**src/shared/desc_decode_regs.svh**
```systemverilog
// offsets, field positions, reset values and limits for the descriptor field decoder
`ifndef DESC_DECODE_REGS_SVH
`define DESC_DECODE_REGS_SVH

// register port offsets (byte addresses, one 32-bit word each)
`define REG_CTRL          8'h00
`define REG_MAX_XFER      8'h04
`define REG_MAX_BATCH     8'h08
`define REG_FP_CONV       8'h0c
`define REG_STATUS        8'h10
`define REG_ERR_CODE      8'h14
`define REG_SW_ERROR      8'h18
`define REG_DESC_COUNT    8'h1c
`define REG_ADDR_W        8

// descriptor byte offsets, expressed as 32-bit word index into the 64-byte descriptor
`define DESC_WORDS        16
`define OFS_COMPL_LO      4'h2
`define OFS_COMPL_HI      4'h3
`define OFS_SRC_LO        4'h4
`define OFS_SRC_HI        4'h5
`define OFS_DST_LO        4'h6
`define OFS_DST_HI        4'h7
`define OFS_SIZE          4'h8
`define OFS_INTH          4'h9
`define OFS_ELEM40        4'ha
`define OFS_TYPES         4'he

// flag bit positions inside descriptor word 1 (flags field)
`define FLG_COMPL_VALID   2
`define FLG_REQ_RECORD    3
`define FLG_REQ_INTR      4

// reset values and capability maxima
`define RST_MAX_XFER      32'h0000_1000
`define RST_MAX_BATCH     32'h0000_0020
`define RST_FP_CONV       32'h0000_0000
`define CAP_MAX_XFER      32'h8000_0000
`define CAP_MAX_BATCH     32'h0000_0400

// data type and compute codes
`define DT_LAST_VALID     4'h9
`define DT_FIRST_FLOAT    4'h4
`define CT_ADD            4'h1
`define CT_AND            4'h3
`define CT_OR             4'h4
`define CT_XOR            4'h5
`define CT_MIN            4'h6
`define CT_MAX            4'h7

`endif

```
**src/shared/desc_decode_pkg.sv**
```systemverilog
// types shared by the descriptor field decoder
package desc_decode_pkg;

  // operation class, picked by the submitter's opcode input
  typedef enum logic [2:0] {
    OP_PLAIN    = 3'h0,   // memory move style, transfer size in bytes
    OP_BATCH    = 3'h1,   // size field holds descriptor count
    OP_TYPED32  = 3'h2,   // type conversion, element count at 32
    OP_REDUCE   = 3'h3,   // reduce family, count at 32, compute type used
    OP_GATHER40 = 3'h4,   // gather/scatter, count at 40
    OP_TWO_SRC  = 3'h5    // destination field is a second source
  } op_class_t;

  // error codes reported at completion
  typedef enum logic [3:0] {
    ERR_NONE       = 4'h0,
    ERR_ZERO_SIZE  = 4'h1,
    ERR_OVER_LIMIT = 4'h2,
    ERR_BATCH_CNT  = 4'h3,
    ERR_DTYPE      = 4'h4,
    ERR_CTYPE      = 4'h5,
    ERR_TYPE_MIX   = 4'h6
  } err_code_t;

endpackage

```
**src/hw/desc_field_decode.sv**
```systemverilog
// descriptor common field decoder with register port
//
// Functional notes
// - completion address from 64-bit field, offset 8
// - completion address ignored when valid flag clear
// - record always if requested, else only errors
// - no record address: error goes to register
// - source at 16, destination at 24, unaligned
// - over-read source chunks, discard the excess
// - destination may act as second source
// - transfer size at 32, queue limit capped
// - interrupt handle at 36, ignored without flag
// - element count at 32 or 40
// - input type bits 3:0, output 7:4, byte 56
// - type codes zero to nine, rest reserved
// - signed integers two's complement via flag
// - compute type from byte 57 bits 3:0
// - compute codes decoded, logic ops integer only
`timescale 1ns/1ps
`default_nettype none
`include "desc_decode_regs.svh"

module desc_field_decode
(
  input  wire logic        ref_clk_i,      // 20 MHz clock
  input  wire logic        srst_i,         // synchronous reset, active high
  input  wire logic        clk_en_i,       // freezes all state while low
  input  wire logic        desc_valid_i,   // one descriptor word offered
  input  wire logic [3:0]  desc_word_i,    // word index within descriptor
  input  wire logic [31:0] desc_data_i,    // descriptor word data
  input  wire logic        desc_last_i,    // last word, start decode
  input  wire logic [2:0]  desc_op_i,      // operation class, with last
  input  wire logic        signed_flag_i,  // signed operand flag, with last
  input  wire logic [7:0]  reg_addr_i,     // register byte address
  input  wire logic [31:0] reg_wdata_i,    // register write data
  input  wire logic        reg_wr_i,       // register write strobe
  input  wire logic        reg_rd_i,       // register read strobe
  output logic      [31:0] reg_rdata_o,    // read data, cycle after strobe
  output logic             done_o,         // decode complete pulse
  output logic      [3:0]  err_code_o,     // error code with done
  output logic             write_record_o, // completion record to be written
  output logic      [63:0] record_addr_o,  // completion record address
  output logic      [63:0] src_addr_o,     // source address
  output logic      [63:0] dst_addr_o,     // destination or second source
  output logic             dst_is_src2_o,  // destination used as second source
  output logic      [31:0] fetch_bytes_o,  // source bytes to fetch, 32-byte rounded
  output logic      [31:0] xfer_bytes_o,   // bytes actually kept
  output logic             intr_req_o,     // completion interrupt wanted
  output logic      [15:0] intr_handle_o,  // interrupt table entry
  output logic      [3:0]  in_type_o,      // input element type
  output logic      [3:0]  out_type_o,     // output element type
  output logic      [3:0]  compute_o,      // compute type
  output logic             signed_o        // integers treated as signed
);

  // ************************************************************
  // descriptor capture
  // ************************************************************

  logic [31:0] desc_r [`DESC_WORDS];   // captured descriptor words
  logic        go_r;                   // decode requested next cycle
  desc_decode_pkg::op_class_t op_r;    // class latched with last word
  logic        sgn_r;                  // signed flag latched with last word

  // store words as they arrive; any word order is accepted
  always_ff @(posedge ref_clk_i)
  begin
    if (clk_en_i && desc_valid_i)
    begin
      desc_r[desc_word_i] <= desc_data_i;
    end
  end

  // latch operation class and raise decode request
  always_ff @(posedge ref_clk_i)
  begin
    if (srst_i)
    begin
      go_r  <= 1'b0;
      op_r  <= desc_decode_pkg::OP_PLAIN;
      sgn_r <= 1'b0;
    end
    else if (clk_en_i)
    begin
      go_r <= desc_valid_i && desc_last_i;
      if (desc_valid_i && desc_last_i)
      begin
        op_r  <= desc_decode_pkg::op_class_t'(desc_op_i);
        sgn_r <= signed_flag_i;
      end
    end
  end

  // ************************************************************
  // configuration registers
  // ************************************************************

  logic [31:0] max_xfer_r;    // queue maximum transfer size
  logic [31:0] max_batch_r;   // queue maximum batch size
  logic [31:0] fp_conv_r;     // supported float conversions, bit {in[1:0],out[1:0]}
  logic        enable_r;      // decoder enable
  logic [31:0] sw_error_r;    // software error register
  logic [31:0] count_r;       // descriptors decoded

  // capped limits: queue value never above the capability maximum
  function automatic logic [31:0] cap(input logic [31:0] v, input logic [31:0] c);
    cap = (v > c) ? c : v;
  endfunction

  // element size in bytes from a type code
  function automatic logic [3:0] elem_size(input logic [3:0] t);
    case (t)
      4'h0, 4'h4, 4'h5: elem_size = 4'h1;
      4'h1, 4'h6, 4'h7: elem_size = 4'h2;
      4'h2, 4'h8:       elem_size = 4'h4;
      4'h3, 4'h9:       elem_size = 4'h8;
      default:          elem_size = 4'h0;
    endcase
  endfunction

  // float type check (codes 4 and up, reserved 10..15 included)
  function automatic logic is_float(input logic [3:0] t);
    is_float = (t >= `DT_FIRST_FLOAT);
  endfunction

  // ************************************************************
  // field decode and legality
  // ************************************************************

  logic [63:0] compl_addr;     // completion address field
  logic [7:0]  flags;          // low flag byte
  logic [3:0]  in_t;           // input type field
  logic [3:0]  out_t;          // output type field
  logic [3:0]  ct;             // compute type field
  logic [31:0] size_f;         // size field at offset 32
  logic [31:0] count;          // element or descriptor count
  logic        typed;          // class uses element types
  logic [35:0] bytes_in;       // count times input element size
  logic [35:0] bytes_out;      // count times output element size
  logic        conv_ok;        // float conversion supported
  desc_decode_pkg::err_code_t err_nxt;

  always_comb
  begin
    compl_addr = {desc_r[`OFS_COMPL_HI], desc_r[`OFS_COMPL_LO]};
    flags      = desc_r[1][7:0];
    size_f     = desc_r[`OFS_SIZE];
    in_t       = desc_r[`OFS_TYPES][3:0];
    out_t      = desc_r[`OFS_TYPES][7:4];
    ct         = desc_r[`OFS_TYPES][11:8];
    // gather/scatter count sits at 40, typed ops at 32
    count = (op_r == desc_decode_pkg::OP_GATHER40) ? desc_r[`OFS_ELEM40] : size_f;
    typed = (op_r == desc_decode_pkg::OP_TYPED32) || (op_r == desc_decode_pkg::OP_REDUCE)
         || (op_r == desc_decode_pkg::OP_GATHER40);
    bytes_in  = {4'h0, count} * {32'h0, elem_size(in_t)};
    bytes_out = {4'h0, count} * {32'h0, elem_size(out_t)};
    conv_ok   = fp_conv_r[{1'b0, in_t[1:0], out_t[1:0]}];
    err_nxt   = desc_decode_pkg::ERR_NONE;
    // checks in priority order: zero count, batch or transfer limit, then types, then byte limit, then compute
    if (count == 32'h0)
    begin
      err_nxt = desc_decode_pkg::ERR_ZERO_SIZE;
    end
    else if (op_r == desc_decode_pkg::OP_BATCH)
    begin
      if (count == 32'h1 || count > cap(max_batch_r, `CAP_MAX_BATCH))
      begin
        err_nxt = desc_decode_pkg::ERR_BATCH_CNT;
      end
    end
    else if (!typed)
    begin
      if (count > cap(max_xfer_r, `CAP_MAX_XFER))
      begin
        err_nxt = desc_decode_pkg::ERR_OVER_LIMIT;
      end
    end
    else if (in_t > `DT_LAST_VALID ||
             (op_r != desc_decode_pkg::OP_GATHER40 && out_t > `DT_LAST_VALID))
    begin
      err_nxt = desc_decode_pkg::ERR_DTYPE;
    end
    else if (op_r != desc_decode_pkg::OP_GATHER40 && in_t != out_t &&
             (is_float(in_t) != is_float(out_t) || (is_float(in_t) && !conv_ok)))
    begin
      err_nxt = desc_decode_pkg::ERR_TYPE_MIX;
    end
    else if (bytes_in > {4'h0, cap(max_xfer_r, `CAP_MAX_XFER)} ||
             (op_r != desc_decode_pkg::OP_GATHER40 &&
              bytes_out > {4'h0, cap(max_xfer_r, `CAP_MAX_XFER)}))
    begin
      err_nxt = desc_decode_pkg::ERR_OVER_LIMIT;
    end
    else if (op_r == desc_decode_pkg::OP_REDUCE)
    begin
      case (ct)
        `CT_ADD, `CT_MIN, `CT_MAX:
          err_nxt = desc_decode_pkg::ERR_NONE;
        `CT_AND, `CT_OR, `CT_XOR:
          err_nxt = (is_float(in_t) || is_float(out_t)) ? desc_decode_pkg::ERR_CTYPE
                                                        : desc_decode_pkg::ERR_NONE;
        default:
          err_nxt = desc_decode_pkg::ERR_CTYPE;
      endcase
    end
  end

  // ************************************************************
  // register port
  // ************************************************************

  // register writes
  always_ff @(posedge ref_clk_i)
  begin
    if (srst_i)
    begin
      enable_r    <= 1'b1;
      max_xfer_r  <= `RST_MAX_XFER;
      max_batch_r <= `RST_MAX_BATCH;
      fp_conv_r   <= `RST_FP_CONV;
    end
    else if (clk_en_i && reg_wr_i)
    begin
      case (reg_addr_i)
        `REG_CTRL:      enable_r    <= reg_wdata_i[0];
        `REG_MAX_XFER:  max_xfer_r  <= reg_wdata_i;
        `REG_MAX_BATCH: max_batch_r <= reg_wdata_i;
        `REG_FP_CONV:   fp_conv_r   <= reg_wdata_i;
        default:        ;   // unmapped writes are dropped
      endcase
    end
  end

  // software error register: hardware set wins over write-one-to-clear
  always_ff @(posedge ref_clk_i)
  begin
    if (srst_i)
    begin
      sw_error_r <= 32'h0;
    end
    else if (clk_en_i)
    begin
      if (go_r && enable_r && err_nxt != desc_decode_pkg::ERR_NONE && !flags[`FLG_COMPL_VALID])
      begin
        sw_error_r <= {16'h0, 8'h01, 4'h0, err_nxt};
      end
      else if (reg_wr_i && reg_addr_i == `REG_SW_ERROR && reg_wdata_i[8])
      begin
        sw_error_r <= 32'h0;
      end
    end
  end

  // read data, registered, valid the cycle after the strobe only
  always_ff @(posedge ref_clk_i)
  begin
    if (srst_i)
    begin
      reg_rdata_o <= 32'h0;
    end
    else if (clk_en_i)
    begin
      reg_rdata_o <= 32'h0;
      if (reg_rd_i)
      begin
        case (reg_addr_i)
          `REG_CTRL:       reg_rdata_o <= {31'h0, enable_r};
          `REG_MAX_XFER:   reg_rdata_o <= max_xfer_r;
          `REG_MAX_BATCH:  reg_rdata_o <= max_batch_r;
          `REG_FP_CONV:    reg_rdata_o <= fp_conv_r;
          `REG_STATUS:     reg_rdata_o <= {30'h0, write_record_o, done_o};
          `REG_ERR_CODE:   reg_rdata_o <= {28'h0, err_code_o};
          `REG_SW_ERROR:   reg_rdata_o <= sw_error_r;
          `REG_DESC_COUNT: reg_rdata_o <= count_r;
          default:         reg_rdata_o <= 32'h0;   // unmapped reads zero
        endcase
      end
    end
  end

  // ************************************************************
  // results
  // ************************************************************

  // decoded outputs, updated two cycles after the last word
  always_ff @(posedge ref_clk_i)
  begin
    if (srst_i)
    begin
      done_o         <= 1'b0;
      err_code_o     <= 4'h0;
      write_record_o <= 1'b0;
      record_addr_o  <= 64'h0;
      src_addr_o     <= 64'h0;
      dst_addr_o     <= 64'h0;
      dst_is_src2_o  <= 1'b0;
      fetch_bytes_o  <= 32'h0;
      xfer_bytes_o   <= 32'h0;
      intr_req_o     <= 1'b0;
      intr_handle_o  <= 16'h0;
      in_type_o      <= 4'h0;
      out_type_o     <= 4'h0;
      compute_o      <= 4'h0;
      signed_o       <= 1'b0;
      count_r        <= 32'h0;
    end
    else if (clk_en_i)
    begin
      done_o <= go_r && enable_r;
      if (go_r && enable_r)
      begin
        count_r    <= count_r + 32'h1;
        err_code_o <= err_nxt;
        // record on request, or on error, only with a valid address
        write_record_o <= flags[`FLG_COMPL_VALID] &&
                          (flags[`FLG_REQ_RECORD] || err_nxt != desc_decode_pkg::ERR_NONE);
        record_addr_o  <= flags[`FLG_COMPL_VALID] ? compl_addr : 64'h0;
        src_addr_o     <= {desc_r[`OFS_SRC_HI], desc_r[`OFS_SRC_LO]};
        dst_addr_o     <= {desc_r[`OFS_DST_HI], desc_r[`OFS_DST_LO]};
        dst_is_src2_o  <= (op_r == desc_decode_pkg::OP_TWO_SRC);
        // fetch whole aligned 32-byte chunks; the tail beyond xfer is discarded
        fetch_bytes_o  <= ((desc_r[`OFS_SRC_LO] & 32'h1f) + size_f + 32'h1f) & ~32'h1f;
        xfer_bytes_o   <= typed ? bytes_in[31:0] : size_f;
        intr_req_o     <= flags[`FLG_REQ_INTR];
        intr_handle_o  <= flags[`FLG_REQ_INTR] ? desc_r[`OFS_INTH][15:0] : 16'h0;
        in_type_o      <= in_t;
        out_type_o     <= out_t;
        compute_o      <= (op_r == desc_decode_pkg::OP_REDUCE) ? ct : 4'h0;
        signed_o       <= sgn_r && !is_float(in_t);
      end
    end
  end

endmodule
`default_nettype wire

```
**config.mk**
```make
export PLATFORM = sky130hd
export DESIGN_NAME = desc_field_decode
export DESIGN_NICKNAME = d
export VERILOG_FILES = /design/src/shared/desc_decode_pkg.sv /design/src/hw/desc_field_decode.sv
export VERILOG_INCLUDE_DIRS = /design/src /design/src/shared
export SDC_FILE = /design/constraint.sdc
export NUM_CORES = 1
export LEC_CHECK = 0
export ABC_AREA = 1
export BUFFER_PORTS_ARGS = -buffer_cell sky130_fd_sc_hd__buf_2
export CAP_MARGIN = 20
export CORE_MARGIN = 4
export CORE_UTILIZATION = 60
export DETAILED_ROUTE_END_ITERATION = 12
export PLACE_DENSITY = 0.81
export SETUP_SLACK_MARGIN = 0.5
export SYNTH_ARGS = -nofsm -noshare
export SYNTH_HDL_FRONTEND = slang
export SYNTH_SLANG_ARGS = --single-unit
```
**constraint.sdc**
```tcl
create_clock -name ref_clk_i -period 7.2 [get_ports ref_clk_i]
set_input_delay 1.44 -clock ref_clk_i [delete_from_list [all_inputs] [get_ports ref_clk_i]]
set_output_delay 1.44 -clock ref_clk_i [all_outputs]
set_load 0.03 [all_outputs]
```
==> flow_metrics.env, run 1 <==
export IMPL_cts_made_buffers=76
export IMPL_root_buffer="clkbuf_16"
export IMPL_synth_warnings=0
export IMPL_p_leak_nw=20.1
export IMPL_fp_dieH_um=264
export IMPL_fin_cells=6147
export IMPL_die_area_sq_um=69700
export IMPL_clock_sinks=744
export IMPL_worstSetupPathType="register to register"
export IMPL_rows=93
export IMPL_netSwitchingPower_mw=2.42
export IMPL_rrSetupSlack_ns=0.82
export IMPL_vias=36200
export IMPL_antenna_found_initial=5
export IMPL_first_global_vias=34700
export IMPL_grt_max_degree=216
export IMPL_worst_skew_pair_late_latency_ns=0.68
export IMPL_ys_types=58
export IMPL_hold_viol=0
export IMPL_final_cell_mix="1,166 x nand2_1, 562 x inv_1, 490 x a21oi_1"
export IMPL_ir_worst_vdd_mv=0.230
export IMPL_final_setup_skew_ns=0.0603
export IMPL_clkPwrFrac=0.441
export IMPL_ys_ff_latch=744
export IMPL_dp_cells=5955
export IMPL_slowest_stage="fa_1"
export IMPL_wl_per_cell_um=22.3
export IMPL_crit_start="op_r[0]$_SDFFE_PP0P_"
export IMPL_netlist_instances=4792
export IMPL_power_total_mw=9.42
export IMPL_reg2reg_depth=42
export IMPL_tightest_slew_ns=1.18
export IMPL_routed_wl_um=137000
export IMPL_drv_slew=0
export IMPL_io_pin_count=412
export IMPL_slew_headroom=0.211
export IMPL_fin_nets=5652
export IMPL_htree_num_levels=3
export IMPL_grt_pass1_wl_um=203000
export IMPL_fmax_mhz=157
export IMPL_clk_path_buf_depth=3
export IMPL_place_detailed_hpwl_um=97800
export IMPL_port_buffers=405
export IMPL_internal_power_mw=7.00
export IMPL_ys_seq_area_frac=0.452
export IMPL_ys_top_cells_by_area="dfxtp_1 23%, edfxtp_1 22%, nand2_1 11%"
export IMPL_coreArea_sq_um=64700
export IMPL_synth_avg_cell_area_sq_um=8.21
export IMPL_area_growth_pct=17.1
export IMPL_synth_largest_type_area_fraction=0.233
export IMPL_seqPwrFrac=0.472
export IMPL_timing_critical_path_from_type="register"
export IMPL_pwr_share_comb=0.087
export IMPL_status="completed"
export IMPL_path_common_cell="nand2_1"
export IMPL_crit_arrival_ns=6.95
export IMPL_max_stage_delay_ns=0.53
export IMPL_timing_final_crit_share=0.886
export IMPL_max_cap_violations=0
export IMPL_viasPerCell=5.88
export IMPL_rsz0062_at_grt="false"
export IMPL_initial_core_util=0.608
export IMPL_grt_use_total=0.374
export IMPL_final_common_cell="nand2_1"
export IMPL_setup_violations=0
export IMPL_yosys_area_top_type="dfxtp_1"
export IMPL_synth_edf_count=287
export IMPL_fin_crit_ns=6.38
export IMPL_crit_fanout=8
export IMPL_hold_buffers=0
export IMPL_crit_end="sw_error_r[1]$_SDFFE_PP0P_"
export IMPL_place_congestion=1.02
export IMPL_required_ns=7.78
export IMPL_p_per_area_nw_per_um2=204
export IMPL_cp_end_kind="register"
export IMPL_crit_reg2reg_launch="op_r[0]$_SDFFE_PP0P_"
export IMPL_cts_tree="built"
export IMPL_ys_flop_type="dfxtp_1"
export IMPL_drc=0
export IMPL_hp_class="register to register"
export IMPL_die_w_um=264
export IMPL_grt_overflow=0
export IMPL_postRouteAntennaNets=0
export IMPL_swShare=0.257
export IMPL_holdPathStages=2
export IMPL_dr_first_iter_drc_count=4234
export IMPL_clkTransAtPathRegs_ns=0.07
export IMPL_drive_gt1_frac=0.155
export IMPL_drtPass1Iterations=6
export IMPL_worstReg2RegEnd="sw_error_r[1]$_SDFFE_PP0P_"
export IMPL_final_setup_tns_ns=0
export IMPL_async_flop_share=0
export IMPL_syn_area_sq_um=39300
layout make-up:
class	count	area (sq um)
Timing Repair Buffer	525	3120
Fill cell	5060	18600
Antenna cell	1	2.50
Sequential cell	744	17800
Tap cell	855	1070
Clock inverter	44	558
Clock buffer	97	2110
Inverter	604	2300
Multi-Input combinational cell	3276	19100
Timing Repair inverter	1	7.51
kinds of logic (layout without fill, tap and decap cells):
| kind of cell | Yosys count | after routing | share of synthesized area |
|---|---|---|---|
| AO/OA/AOI/OAI | 960 | 960 | 0.133 |
| AND/OR/NAND/NOR | 1886 | 1886 | 0.192 |
| XOR/XNOR | 66 | 66 | 0.0147 |
| buffers and inverters | 797 | 1271 | 0.0781 |
| adder cells (fa/ha/maj) | 337 | 337 | 0.130 |
| other | 2 | 28 | 0.000191 |
| flip-flops | 744 | 744 | 0.452 |
metrics by stage:
step | hold WS (ns) | utilization | area, sq um | worst slack (ns)
3_5_place_dp | 0.443 | 0.656 | 42400 | 0.358
6_report | 0.449 | 0.712 | 46100 | 0.823
4_1_cts | 0.451 | 0.698 | 45100 | 0.537
5_1_grt | 0.468 | 0.712 | 46100 | 0.454
3_3_place_gp | 0.435 | 0.655 | 42400 | 0.295
2_1_floorplan | 0.425 | - | 39400 | 1.25
routing by layer:
layer	global-route usage	part of all wire	vias to the layer above
li1	-	-	16500
met1	0.473	0.37	17100
met2	0.591	0.45	2086
met3	0.111	0.12	472
met4	0.183	0.060	4
met5	0	0.00019	-
power groups by stage:
stage	clock [mW]	sequential, mW	combinational [mW]
final	4.16	4.44	0.819
after global routing	4.34	4.44	0.882
after CTS	4.17	4.44	0.756
after detailed placement	0	4.53	0.750
after global placement	0	4.53	0.740
after floorplan	0	4.57	0.419
timing repair:
action | 4_1_cts | 5_1_grt
gates cloned | 1 | 6
pin swaps | 0 | 12
gates resized for setup | 6 | 121
setup endpoints to repair | 5 | 8
buffers inserted | 5 | 36
synthesized netlist by cell type, drive strengths merged (2+ instances only):
cell type  number
nor4           34
nor2          463
dfxtp         457
o221ai          2
a21oi         507
edfxtp        287
inv           590
o211ai         44
clkbuf        173
a21boi          2
xor2           31
o21bai         24
a21o           12
ha            217
a211oi          6
o31ai           3
nand4          41
buf            20
xnor2          35
conb            2
nor3           49
nand2        1188
a41oi           2
a31oi          20
nand3b          2
o21ai         297
a2111oi         2
fa            120
o22ai          21
o2111ai         5
a221oi          4
or2             7
clkinv         14
o21a            4
nand3         101
worst min path at each step:
stage	startpoint	to	slack [ns]
2_1_floorplan	fp_conv_r[22]$_SDFFE_PP0P_	fp_conv_r[22]$_SDFFE_PP0P_	0.42
3_3_place_gp	fp_conv_r[29]$_SDFFE_PP0P_	fp_conv_r[29]$_SDFFE_PP0P_	0.44
3_5_place_dp	fp_conv_r[22]$_SDFFE_PP0P_	fp_conv_r[22]$_SDFFE_PP0P_	0.44
4_1_cts	fp_conv_r[22]$_SDFFE_PP0P_	fp_conv_r[22]$_SDFFE_PP0P_	0.45
5_1_grt	fp_conv_r[16]$_SDFFE_PP0P_	fp_conv_r[16]$_SDFFE_PP0P_	0.47
6_report	fp_conv_r[22]$_SDFFE_PP0P_	fp_conv_r[22]$_SDFFE_PP0P_	0.45
sequential cells by signal, summed over array words and instances, names as in the netlist, 64 cells and up:
signal / cells
desc_r: 287
dst_addr_o: 64
record_addr_o: 64
src_addr_o: 64
critical path, delay by kind of cell, from the launching register on:
| kind | cells | cell delay [ns] |
|---|---|---|
| flip-flops | 1 | 0.33 |
| AND/OR/NAND/NOR | 24 | 2.48 |
| XOR/XNOR | 1 | 0.11 |
| AO/OA/AOI/OAI | 5 | 0.69 |
| buffers and inverters | 8 | 0.99 |
| adder cells (fa/ha/maj) | 4 | 1.70 |
Power figures use the tool's default switching activity.
==> run 2: changes to the inputs <==
--- a/config.mk
+++ b/config.mk
@@ -10,9 +10,9 @@
 export BUFFER_PORTS_ARGS = -buffer_cell sky130_fd_sc_hd__buf_2
 export CAP_MARGIN = 20
 export CORE_MARGIN = 4
-export CORE_UTILIZATION = 60
+export CORE_UTILIZATION = 55
 export DETAILED_ROUTE_END_ITERATION = 12
-export PLACE_DENSITY = 0.81
+export PLACE_DENSITY = 0.75
 export SETUP_SLACK_MARGIN = 0.5
 export SYNTH_ARGS = -nofsm -noshare
 export SYNTH_HDL_FRONTEND = slang
==> flow_metrics.env, run 2 (synthesis results as in run 1) <==
export IMPL_status="completed"
export IMPL_vias=35400
export IMPL_worst_skew_pair_late_latency_ns=0.67
export IMPL_viasPerCell=5.69
export IMPL_max_stage_delay_ns=0.55
export IMPL_clkTransAtPathRegs_ns=0.06
export IMPL_htree_num_levels=3
export IMPL_seqPwrFrac=0.477
export IMPL_fin_nets=5639
export IMPL_grt_pass1_wl_um=201000
export IMPL_die_area_sq_um=75900
export IMPL_pwr_share_comb=0.088
export IMPL_postRouteAntennaNets=0
export IMPL_wl_met3_um=15500
export IMPL_largest_register="desc_r"
export IMPL_fmax_mhz=156
export IMPL_largest_reg_flops=287
export IMPL_fp_dieH_um=275
export IMPL_rrSetupSlack_ns=0.79
export IMPL_slew_headroom=0.252
export IMPL_initial_core_util=0.558
export IMPL_place_detailed_hpwl_um=98600
export IMPL_timing_final_crit_share=0.890
export IMPL_die_w_um=275
export IMPL_coreArea_sq_um=70500
export IMPL_timing_critical_path_from_type="register"
export IMPL_p_leak_nw=20.1
export IMPL_setup_violations=0
export IMPL_final_setup_skew_ns=0.0696
export IMPL_grt_overflow=0
export IMPL_drv_slew=0
export IMPL_io_pin_count=412
export IMPL_hp_class="register to register"
export IMPL_place_congestion=1.06
export IMPL_final_common_cell="nand2_1"
export IMPL_max_cap_violations=0
export IMPL_area_growth_pct=17.1
export IMPL_num_fill_cells=5895
export IMPL_dr_first_iter_drc_count=3698
export IMPL_swShare=0.255
export IMPL_first_global_vias=33500
export IMPL_final_setup_tns_ns=0
export IMPL_path_common_cell="nand2_1"
export IMPL_wl_per_cell_um=21.9
export IMPL_crit_fanout=8
export IMPL_drtPass1Iterations=6
export IMPL_grt_use_total=0.347
export IMPL_final_area_sq_um=46100
export IMPL_clock_sinks=744
export IMPL_antenna_found_initial=7
export IMPL_clkPwrFrac=0.435
export IMPL_fin_crit_ns=6.41
export IMPL_top_layer="met5"
export IMPL_drc=0
export IMPL_drive_gt1_frac=0.151
export IMPL_tightest_slew_ns=1.12
export IMPL_crit_arrival_ns=6.90
export IMPL_hold_viol=0
export IMPL_netSwitchingPower_mw=2.37
export IMPL_clk_path_buf_depth=3
export IMPL_cts_made_buffers=76
export IMPL_root_buffer="clkbuf_16"
export IMPL_slowest_stage="fa_1"
export IMPL_cp_end_kind="register"
export IMPL_required_ns=7.69
export IMPL_routed_wl_um=136000
export IMPL_rows=97
export IMPL_cts_tree="built"
export IMPL_internal_power_mw=6.94
export IMPL_place_area_sq_um=42500
export IMPL_grt_max_degree=142
export IMPL_p_per_area_nw_per_um2=202
export IMPL_rsz0062_at_grt="false"
export IMPL_final_cell_mix="1,171 x nand2_1, 561 x inv_1, 489 x a21oi_1"
export IMPL_port_buffers=405
export IMPL_met1_length_um=52500
export IMPL_worstSetupPathType="register to register"
export IMPL_wl_met2_um=61300
export IMPL_ir_worst_vdd_mv=0.236
==> run 2: cell types whose count changed in the layout (fill, tap and decap cells not counted), moves of 3 or more <==
cell / change
nand2_2: -5
o21ai_1: +6
nand2_1: +5
buf_4: -14
clkbuf_1: +3
o21ai_2: -5
diode_2: +5
==> run 2: metrics by stage <==
| step | util | total power [mW] | worst slack (ns) | hold slack (ns) | instances |
|---|---|---|---|---|---|
| finish | 0.653 | 9.32 | 0.790 | 0.456 | 6221 |
| global route | 0.653 | 9.59 | 0.436 | 0.470 | 6217 |
| CTS | 0.640 | 9.30 | 0.568 | 0.456 | 6177 |
| detailed placement | 0.603 | 5.29 | 0.329 | 0.447 | 6037 |
| global placement | 0.603 | 5.28 | 0.440 | 0.436 | 6036 |
| floorplan | - | 4.99 | 1.25 | 0.425 | 4817 |
==> run 2: layout make-up <==
| class | count | area [sq um] | share of cell area |
|---|---|---|---|
| antenna | 6 | 15.0 | 0.000326 |
| clock buffer | 103 | 2160 | 0.0470 |
| clock inverter | 35 | 442 | 0.00959 |
| inverter | 604 | 2300 | 0.0499 |
| multi-input combinational | 3276 | 19100 | 0.415 |
| sequential | 744 | 17800 | 0.386 |
| tap | 940 | 1180 | 0.0255 |
| timing repair buffer | 512 | 3070 | 0.0666 |
| timing repair inverter | 1 | 7.51 | 0.000163 |
==> run 2: critical path: cells and delay by family (launching register included) <==
family          cells  cell delay, ns
fa+ha+maj           4            1.73
simple gates       20            1.62
compound gates      8            1.30
buf+inv             8            1.07
flops               1            0.33
xor+xnor            1            0.22
==> run 2: metal layers <==
layer  GRT usage  vias to the layer above
met5           0                        -
li1            -                    16500
met4       0.152                        4
met1       0.442                    16700
met3       0.108                      395
met2       0.548                     1816
==> run 2: power groups by stage <==
stage / sequential [mW] / clock [mW] / combinational, mW
after floorplan: 4.57 / 0 / 0.419
after global placement: 4.53 / 0 / 0.751
after detailed placement: 4.53 / 0 / 0.759
after CTS: 4.44 / 4.09 / 0.765
after global routing: 4.44 / 4.26 / 0.888
final: 4.44 / 4.05 / 0.822
==> run 2: final timing paths <==
check        cells past startpoint                    endpoint                        from
max reg2reg                     41  sw_error_r[1]$_SDFFE_PP0P_        op_r[1]$_SDFFE_PP0P_
min reg2reg                      2  fp_conv_r[20]$_SDFFE_PP0P_  fp_conv_r[20]$_SDFFE_PP0P_
max                             41  sw_error_r[1]$_SDFFE_PP0P_        op_r[1]$_SDFFE_PP0P_
min                              2  fp_conv_r[20]$_SDFFE_PP0P_  fp_conv_r[20]$_SDFFE_PP0P_
==> run 2: what timing repair did <==
| action | CTS | global route |
|---|---|---|
| cloned | 1 | 7 |
| setup endpoints to repair | 5 | 8 |
| gates resized for setup | 7 | 113 |
| setup buffers | 1 | 28 |
| pin swaps | 0 | 9 |
| hold buffers | 0 | 0 |
| endpoints found under the hold margin | 0 | 0 |
